`config.mk`:
```
export PLATFORM = sky130hd
export DESIGN_NAME = edmon_top
export DESIGN_NICKNAME = d
export VERILOG_FILES = /design/src/edmon_top.v /design/src/edmon_timer.v
export VERILOG_INCLUDE_DIRS = /design/src /design/src/src
export SDC_FILE = /design/constraint.sdc
export NUM_CORES = 1
export LEC_CHECK = 0
export BUFFER_PORTS_ARGS = -buffer_cell sky130_fd_sc_hd__buf_2
export CORE_MARGIN = 5
export CORE_UTILIZATION = 35
export CTS_CLUSTER_DIAMETER = 120
export CTS_CLUSTER_SIZE = 40
export DETAILED_ROUTE_END_ITERATION = 16
export GPL_TIMING_DRIVEN = 0
export PLACE_DENSITY_LB_ADDON = 0.15
export SYNTH_ARGS = -nofsm -noshare
export SYNTH_HDL_FRONTEND = slang
export SYNTH_HIERARCHICAL = 1
export SYNTH_SLANG_ARGS = --single-unit
```
`constraint.sdc`:
```
create_clock -name ref_clk_in -period 2.4 [get_ports ref_clk_in]
set_input_delay 0.24 -clock ref_clk_in [delete_from_list [all_inputs] [get_ports ref_clk_in]]
set_output_delay 0.24 -clock ref_clk_in [all_outputs]
set_load 0.05 [all_outputs]
```
`src/edmon_defines.vh`:
```
// Constants for the external device monitor block
// Functional notes
// - Each monitor channel is set to one-channel or two-channel operation.
// - One monitor channel may supervise one or several safety outputs at once.
// - No monitoring applies unless an output's monitor node is enabled.
// - In one-channel mode a reset of the assigned outputs is refused unless the contact reads closed.
// - In one-channel mode the contact is ignored while the assigned outputs are on.
// - In one-channel mode the contact must read closed within 250 ms after the outputs turn off.
// - In two-channel mode reset and turn-on need both contacts closed.
// - In two-channel mode both contacts changing together while on is no fault.
// - In two-channel mode contacts held in opposite states over 250 ms cause lockout.
// - A contact open while outputs are off is a stuck device and blocks turn-on; the code does not flag it stuck while the close deadline runs.
`ifndef EDMON_DEFINES_VH
`define EDMON_DEFINES_VH
// ==========================================
// Timing
`define EDMON_CLK_HZ 200000000
`define EDMON_LIMIT_MS 250
// 250 ms of the 200 MHz clock, sized to the counter so no bits are dropped
`define EDMON_LIMIT_CYC 26'h2FAF080
`define EDMON_CNT_W 26
// ==========================================
// Contact levels and modes
`define EDMON_CLOSED 1'h1
`define EDMON_MODE_ONE 1'h0
`define EDMON_MODE_TWO 1'h1
// ==========================================
// Channel states
`define EDMON_ST_OFF 2'h0
`define EDMON_ST_ON 2'h1
`define EDMON_ST_WAIT 2'h2
`define EDMON_ST_LOCK 2'h3
`endif

```
`src/edmon_top.v`:
```
// External device monitor: one monitor channel per generate slice
`timescale 1ns/10ps
`default_nettype none
`include "edmon_defines.vh"
module edmon_top #(
    parameter NCH = 2,
    parameter NOUT = 4,
    parameter [`EDMON_CNT_W-1:0] LIMIT_CYC = `EDMON_LIMIT_CYC
) (
    input wire ref_clk_in,
    input wire resetn_in,
    input wire [NCH-1:0] mode_two_in,
    input wire [NCH*NOUT-1:0] assign_map_in,
    input wire [NOUT-1:0] monitor_enable_in,
    input wire [NCH-1:0] ext_device_monitor_input_a_in,
    input wire [NCH-1:0] ext_device_monitor_input_b_in,
    input wire [NOUT-1:0] out_request_in,
    input wire [NOUT-1:0] reset_request_in,
    input wire [NCH-1:0] fault_clear_in,
    output reg [NOUT-1:0] safety_switching_output_out,
    output wire [NOUT-1:0] out_permit_out,
    output reg [NCH-1:0] lockout_out,
    output reg [NCH-1:0] stuck_on_out
);
    wire [NOUT-1:0] any_on;
    wire [NCH-1:0] ch_ok;
    wire [NCH-1:0] ch_lock;
    wire [NCH-1:0] ch_stuck;
    genvar c, o;
    // ==========================================
    // Monitor channels
    generate
        for (c = 0; c < NCH; c = c + 1) begin : g_ch
            wire [NOUT-1:0] mine = assign_map_in[c*NOUT +: NOUT] & monitor_enable_in;
            wire outs_on = |(mine & safety_switching_output_out);
            wire a_closed = (ext_device_monitor_input_a_in[c] == `EDMON_CLOSED);
            wire b_closed = (ext_device_monitor_input_b_in[c] == `EDMON_CLOSED);
            wire two = (mode_two_in[c] == `EDMON_MODE_TWO);
            wire both_closed = two ? (a_closed & b_closed) : a_closed;
            wire disagree = two & (a_closed ^ b_closed);
            reg [1:0] st_reg;
            reg [1:0] st_next;
            wire dis_exp;
            wire close_exp;
            // Mismatch timer runs in any state; matched transitions restart it
            edmon_timer #(.LIMIT(LIMIT_CYC)) u_dis (
                .ref_clk_in(ref_clk_in),
                .resetn_in(resetn_in),
                .run_in(disagree),
                .expired_out(dis_exp)
            );
            edmon_timer #(.LIMIT(LIMIT_CYC)) u_close (
                .ref_clk_in(ref_clk_in),
                .resetn_in(resetn_in),
                .run_in(st_reg == `EDMON_ST_WAIT && !both_closed),
                .expired_out(close_exp)
            );
            always @* begin
                st_next = st_reg;
                case (st_reg)
                    `EDMON_ST_OFF: begin
                        if (outs_on) begin
                            st_next = `EDMON_ST_ON;
                        end
                    end
                    `EDMON_ST_ON: begin
                        // Contact ignored while on in one-channel mode
                        if (!outs_on) begin
                            st_next = `EDMON_ST_WAIT;
                        end
                    end
                    `EDMON_ST_WAIT: begin
                        if (close_exp) begin
                            st_next = `EDMON_ST_LOCK;
                        end else if (both_closed) begin
                            st_next = `EDMON_ST_OFF;
                        end
                    end
                    `EDMON_ST_LOCK: begin
                        if (fault_clear_in[c] && both_closed && !disagree) begin
                            st_next = `EDMON_ST_OFF;
                        end
                    end
                    default: begin
                        st_next = `EDMON_ST_LOCK;
                    end
                endcase
                if (dis_exp) begin
                    st_next = `EDMON_ST_LOCK;
                end
            end
            always @(posedge ref_clk_in or negedge resetn_in) begin
                if (!resetn_in) begin
                    st_reg <= `EDMON_ST_OFF;
                end else begin
                    st_reg <= st_next;
                end
            end
            // Turn-on needs closed contacts and no pending deadline
            assign ch_ok[c] = both_closed && (st_reg == `EDMON_ST_OFF);
            assign ch_lock[c] = (st_reg == `EDMON_ST_LOCK);
            // Open contact while a close deadline runs is not yet a stuck device
            assign ch_stuck[c] = ((st_reg == `EDMON_ST_OFF) || (st_reg == `EDMON_ST_LOCK)) && !both_closed;
        end
    endgenerate
    // ==========================================
    // Output gating
    generate
        for (o = 0; o < NOUT; o = o + 1) begin : g_out
            wire [NCH-1:0] users;
            for (c = 0; c < NCH; c = c + 1) begin : g_u
                assign users[c] = assign_map_in[c*NOUT + o] & monitor_enable_in[o];
            end
            // Locked channels force their outputs off; unmonitored outputs pass freely
            assign out_permit_out[o] = ((users & ch_ok) == users) && ((users & ch_lock) == {NCH{1'b0}});
            wire blocked = |(users & ch_lock);
            always @(posedge ref_clk_in or negedge resetn_in) begin
                if (!resetn_in) begin
                    safety_switching_output_out[o] <= 1'b0;
                end else if (!out_request_in[o] || blocked) begin
                    safety_switching_output_out[o] <= 1'b0;
                end else if (reset_request_in[o] && out_permit_out[o]) begin
                    safety_switching_output_out[o] <= 1'b1;
                end
            end
        end
    endgenerate
    always @(posedge ref_clk_in or negedge resetn_in) begin
        if (!resetn_in) begin
            lockout_out <= {NCH{1'b0}};
            stuck_on_out <= {NCH{1'b0}};
        end else begin
            lockout_out <= ch_lock;
            stuck_on_out <= ch_stuck;
        end
    end
endmodule // edmon_top
`default_nettype wire

```
`src/edmon_timer.v`:
```
// Limit timer: counts while run is high, flags expiry
`timescale 1ns/10ps
`default_nettype none
`include "edmon_defines.vh"
module edmon_timer #(
    parameter [`EDMON_CNT_W-1:0] LIMIT = `EDMON_LIMIT_CYC
) (
    input wire ref_clk_in,
    input wire resetn_in,
    input wire run_in,
    output wire expired_out
);
    reg [`EDMON_CNT_W-1:0] count_reg;
    always @(posedge ref_clk_in or negedge resetn_in) begin
        if (!resetn_in) begin
            count_reg <= {`EDMON_CNT_W{1'b0}};
        end else if (!run_in) begin
            count_reg <= {`EDMON_CNT_W{1'b0}};
        end else if (count_reg != LIMIT) begin
            count_reg <= count_reg + {{(`EDMON_CNT_W-1){1'b0}}, 1'b1};
        end
    end
    assign expired_out = (count_reg == LIMIT);
endmodule // edmon_timer
`default_nettype wire

```
Word level (Yosys, flattened, before mapping):

Cells that the tools add are included.

* eq/ne operators: 30
* bitwise gates (word level): 26
* muxes and demuxes: 32
* add/subtract/negate cells: 4
* reductions and logical operators: 50

Operators by type and width (number)
* $mux W26: 8
* $add A26 B1 Y26 const B: 4
* $eq A26 B26 Y1 const B: 4
* $ne A26 B26 Y1 const B: 4
* $mux W2: 12
* $logic_and A1 B1 Y1: 18
* $and A2 B2 Y2: 8
* $and A4 B4 Y4: 4
* $pmux W2 S4: 2
* $and A1 B1 Y1: 12
* $logic_not A2 Y1: 6
* $ne A3 B3 Y1 const B: 4
* $mux W1: 10
* $eq A2 B2 Y1: 4
* $eq A2 B2 Y1 const B: 4
* $logic_not A1 Y1: 8
* $ne A2 B2 Y1 const B: 4
* $ne A4 B4 Y1 const B: 2
* $reduce_and A4 Y1: 2
* $reduce_bool A2 Y1: 4
* $reduce_or A2 Y1: 4
* $reduce_or A4 Y1: 2
* $logic_or A1 B1 Y1: 6
* $ne A3 B1 Y1 const B: 2
* 2 further kinds: 4

* register bits: 116
* input bits: 30
* word-level logic and storage cells: 154

Logic depth before layout (Yosys ltp):

* depth in word-level cells: 9
* mapped depth: 9
* depth with buffers taken out: 9

By module:

Netlist, hierarchy kept.

By module, submodules not included
* edmon_timer (g_ch[0].u_close ...): seq. area each 650.6 um^2, cells an instance 159, area each 1480.2 um^2, times used 3
* edmon_timer (g_ch[0].u_dis): seq. area each 650.6 um^2, cells an instance 158, area each 1450.1 um^2, times used 1
* edmon_top: seq. area each 300.3 um^2, cells an instance 105, area each 968.4 um^2, times used 1

Worst setup path before layout:

OpenSTA, ideal clock, no wires.

* path type: register to register
* start: reg g_ch[0].st_reg[0]
* end: reg safety_switching_output_out[2]
* path slack: -0.148 ns
* stages on the path, launching flop included: 6
* arrival time: 2.474 ns
* cell sequence: dfrtp_1 -> ha_1 -> a22o_1 -> o31ai_1 -> a21oi_1 -> nor2_1

* elaborated cells between the ends (all ways): 13
* those cells by class: 2 x eq/ne; 1 x mux; 2 x bitwise; 8 x reduce/logical

RTL lines
* start: declaration: RTL line edmon_top.v:41 `reg [1:0] st_reg;`
* start signal: assignment: RTL line edmon_top.v:94 `` st_reg <= `EDMON_ST_OFF; ``
* start signal: assignment: RTL line edmon_top.v:96 `st_reg <= st_next;`
* $eq A2 B2 Y1
* via ch_lock[0]: RTL line edmon_top.v:27 `wire [NCH-1:0] ch_lock;`
* $and A2 B2 Y2: RTL line edmon_top.v:115 `assign out_permit_out[o] = ((users & ch_ok) == users) && ((users & ch_lock) == {NCH{1'b0}});`
* $logic_not A2 Y1: RTL line edmon_top.v:115
* $logic_and A1 B1 Y1: RTL line edmon_top.v:115
* via out_permit_out[2]: RTL line edmon_top.v:21 `output wire [NOUT-1:0] out_permit_out,`
* $logic_and A1 B1 Y1: RTL line edmon_top.v:122 `end else if (reset_request_in[o] && out_permit_out[o]) begin`
* $reduce_bool A2 Y1 (no line)
* end signal: indexed assignment: RTL line edmon_top.v:119 `safety_switching_output_out[o] <= 1'b0;`
* end signal: indexed assignment: RTL line edmon_top.v:121 `safety_switching_output_out[o] <= 1'b0;`
* end signal: indexed assignment: RTL line edmon_top.v:123 `safety_switching_output_out[o] <= 1'b1;`
* end: declaration: RTL line edmon_top.v:20 `output reg [NOUT-1:0] safety_switching_output_out,`

The timed path passes the listed nets, and every way through them passes these cells.
A chain may end at the register's enable or synchronous reset.

Worst setup path in the final report:

* start: reg g_ch[0].st_reg[0]
* end: out out_permit_out[0]

* elaborated cells between the ends (all ways): 8
* those cells by class: 2 x eq/ne; 2 x bitwise; 4 x reduce/logical

RTL lines (RTL line)
* $eq A2 B2 Y1
* via ch_lock[0]: edmon_top.v:27
* $and A2 B2 Y2: edmon_top.v:115
* $logic_not A2 Y1: edmon_top.v:115
* $logic_and A1 B1 Y1: edmon_top.v:115
* end: declaration: edmon_top.v:21

The timed path passes the listed nets, and every way through them passes these cells.

==> key figures <==
Yosys
  – Post-synth EDFFs: 0
  – Synth cell count leaders: dfrtp_1 (116), nand2_1 (87), nor2_1 (56), a21oi_1 (42), nand3_1 (42)
  – Synth Area per Inst: 9.27 um2
  – Multiplexer share of the synthesized area: roughly 4.3%
  – Ys Warns: 6
  – Ys flop type: dfrtp_1
  – Top cell type by total area after synthesis: dfrtp_1
  – Synth Area in Compound Gates: 10.4%
  – Syn Inst Count: 740
  – Post-synth cell types: 54
  – Yosys reg bits: 116
  – Syn_nets: 789
  – Synth top area share: 42.3%
  – Fraction of registers with async set/reset: 100%
  – Post-synthesis simple-gate area fraction: a little under a third
  – Most numerous cell in the Yosys netlist: dfrtp_1
  – Cell area after synthesis: 6860 um2
  – Adder-Cell Fraction of Synth Area: 3.47%
  – Largest family of logic cells by synthesized area: simple AND/OR/NAND/NOR gates
  – Xor and xnor area share after synthesis: 5.36%
  – Ranking of synthesized cells by area: dfrtp_1 (42%), nand2_1 (4.8%), mux2i_1 (3.9%), ha_1 (3.5%), a21oi_1 (3.1%)
  – Register area share after synthesis: 42.3%

Clock network
  – TritonCTS buffer count: 17
  – Skew-Pair Late Insertion Delay: 0.42 ns
  – Post-CTS Setup Bufs: 0
  – Root Buffer: clkbuf_16
  – Clock transition at path regs: 0.05 ns
  – CTS tree: built
  – Bufs on Longest Clock Path: 2
  – CTS Sinks: between 100 and 150
  – Htree depth: 4

Floorplan
  – Chip height: 150 um
  – Initial cell density of the core: 35.4%
  – Die area: 22500 um2
  – Row Count: 51
  – # IOs: 42
  – Core area: about 19000 um2
  – Die W: 150 um

STA
  – Clock Skews: 0.0100 ns
  – Max Clk Rate: between 0.4 and 0.5 GHz
  – Slew Limit Headroom: 49.0%
  – Final setup viols: 0
  – Worst-Margin Slew: 0.759 ns
  – RSZ-0062 raised after global routing: true
  – Minimum clock period: roughly 2.3 ns
  – Fin. max-slew vios: 0
  – Tcrit/Tclk final: a little over nine tenths
  – WHS: 0.0337 ns
  – Endpoints failing hold: 0

Critical path
  – Worst R2R Start: g_ch[0].u_close/count_reg[0]
  – Crit path max-delay family: compound AO/OA/AOI/OAI gates
  – CP startpoint kind: flop
  – Crit end category: output pin
  – Critical Path RT: 2.16 ns
  – Worst setup path class: flop to output pin
  – Arrival time at the worst endpoint: between 2 and 2.5 ns
  – Largest stage delay, worst path: 0.43 ns
  – Critical Path Source: g_ch[0].st_reg[0]
  – Worst Path Buf+Inv: 1
  – CP Max Fanout: 6
  – Worst path cell trace: ha_1 -> a22o_1 -> o31ai_4 -> buf_4
  – Slowest-stage cell, CP: dfrtp_1

Drt
  – Detail Route Antenna Nets: 0
  – Drt total wl: roughly 17000 um
  – Starting DRC count in detailed routing: 283
  – Total number of vias: 5878
  – WL per Instance: ~16 um
  – DRC: 0
  – Vias/cell: roughly 5.4
  – DRT Pass-1 Iters: 5

GRT
  – Initial antenna violation count: 6
  – GRT Overall Usage: approximately 16%
  – Largest net degree at the start of global routing: between 60 and 70
  – Vias in the first global route: 5908
  – Total gr overflow: 0
  – First-pass GRT wire length: 29400 um

Power
  – P_int: 4.06 mW
  – Pleak: between 3 and 4 nW
  – Pwr Total: 5.90 mW
  – Sw Ratio: 31.2%
  – Part of the power in registers: 36.6%
  – Clock share of power: a little over two fifths
  – PwrDens: 728 nW/um2
  – NetSw: between 1.5 and 2 mW
  – Logic pwr share: roughly a fifth
  – Worst VDD drop: 528 uV

Layout
  – Share of post-route cells with drive strength above 1: 15.0%
  – Synth-to-layout area growth: 18.2%
  – Core Util, Final: 41.8%
  – Final net count: 851
  – Fillers: 1932

Placed design
  – GP Congestion: 0.820
  – I/O Buffers: 41
  – Post-detail-place hpwl: 12500 um

Outcome
  – Status: finished, final reports clean

Min path
  – Hold path start: out_request_in[3]
  – Worst hold path class: input port to flop

Job
  – Maxcap violations: 0
## cell usage in the layout, fill, tap and decap left out, types with 5 or more instances in the layout
master and count:
clkinv_2 6, buf_6 5, a21boi_0 8, o31ai_1 15, buf_2 39, nor4b_1 7
and4_1 11, or4_1 16, nand2b_1 18, nor2_1 55, a21oi_1 42, clkbuf_16 17
o21ai_0 19, nand2_1 87, nand4_1 25, nor3_1 20, clkbuf_1 12, nand3_1 42
xnor2_1 21, dfrtp_1 116, mux2i_1 27, nor4_1 30, ha_1 17, and3_1 5
or3_1 18, inv_1 26, xor2_1 21, a211oi_1 7
## through the flow
step	setup slack, ns	instances	area (um2)	TNS (ns)
final	0.0837	1083	8110	0
after global routing	-0.0383	1083	8110	-0.0442
after CTS	0.0194	1080	8060	0
after detailed placement	-0.0282	1047	7450	-0.0282
after global placement	-0.530	1046	7420	-60.23
after floorplan	0.313	740	6880	0
## worst register-to-register path, delay by kind of cell (launching register included)
family	cells	cell delay, ns
fa+ha+maj	1	0.15
compound gates	3	0.59
flops	1	0.43
simple gates	4	0.89
buf+inv	1	0.10
## final timing paths
| path | end | slack, ns | cells past startpoint |
|---|---|---|---|
| worst max-delay path | out_permit_out[0] | 0.08 | 4 |
| worst min-delay path | safety_switching_output_out[3] | 0.03 | 3 |
| worst max register to register | g_ch[0].st_reg[1] | 0.16 | 9 |
| worst min register to register | g_ch[0].u_dis/count_reg[25] | 0.55 | 2 |
| max in group asynchronous | g_ch[0].u_close/count_reg[1] | 1.34 | 3 |
| min in group asynchronous | g_ch[1].u_close/count_reg[9] | 0.33 | 2 |
## power by group through the flow
stage          sequential, mW  combinational [mW]  clock, mW
2_1_floorplan            2.32               0.696          0
3_3_place_gp             2.19                1.17          0
3_5_place_dp             2.19                1.22          0
4_1_cts                  2.16                1.23       2.57
5_1_grt                  2.17                1.37       2.66
6_report                 2.16                1.24       2.50
## per-layer routing
layer	share of wire [%]	GRT usage (%)
met5	0.16	0
met4	1.1	5.54
met3	4.8	5.18
met2	46	25.9
met1	48	21.1
## layout make-up
cell class | instances | area [um2] | area share (%)
Antenna cell | 3 | 7.51 | 0.0926
Buffer | 18 | 108 | 1.33
Clock buffer | 22 | 474 | 5.85
Clock inverter | 10 | 105 | 1.30
Inverter | 29 | 109 | 1.34
Multi-Input combinational cell | 577 | 3810 | 47.0
Sequential cell | 116 | 2900 | 35.8
Tap cell | 265 | 332 | 4.09
Timing Repair Buffer | 43 | 259 | 3.19
## repair_timing
action,in CTS,in global routing
gates resized for setup,5,9
hold endpoints to repair,51,0
pin swaps,0,2
endpoints found under the setup margin,3,6
gates cloned,0,0
hold buffers,1,0
## cell families (layout without fill, tap and decap cells)
kind of cell               after synthesis  in the layout
muxes                                   29             29
adders and majority gates               19             19
other                                    0              3
and+or+nand+nor                        379            379
DFF                                    116            116
AOI/OAI and AO/OA                      108            108
buffers and inverters                   47            122
xor gates and xnor gates                42             42
Power figures use the tool's default switching activity.
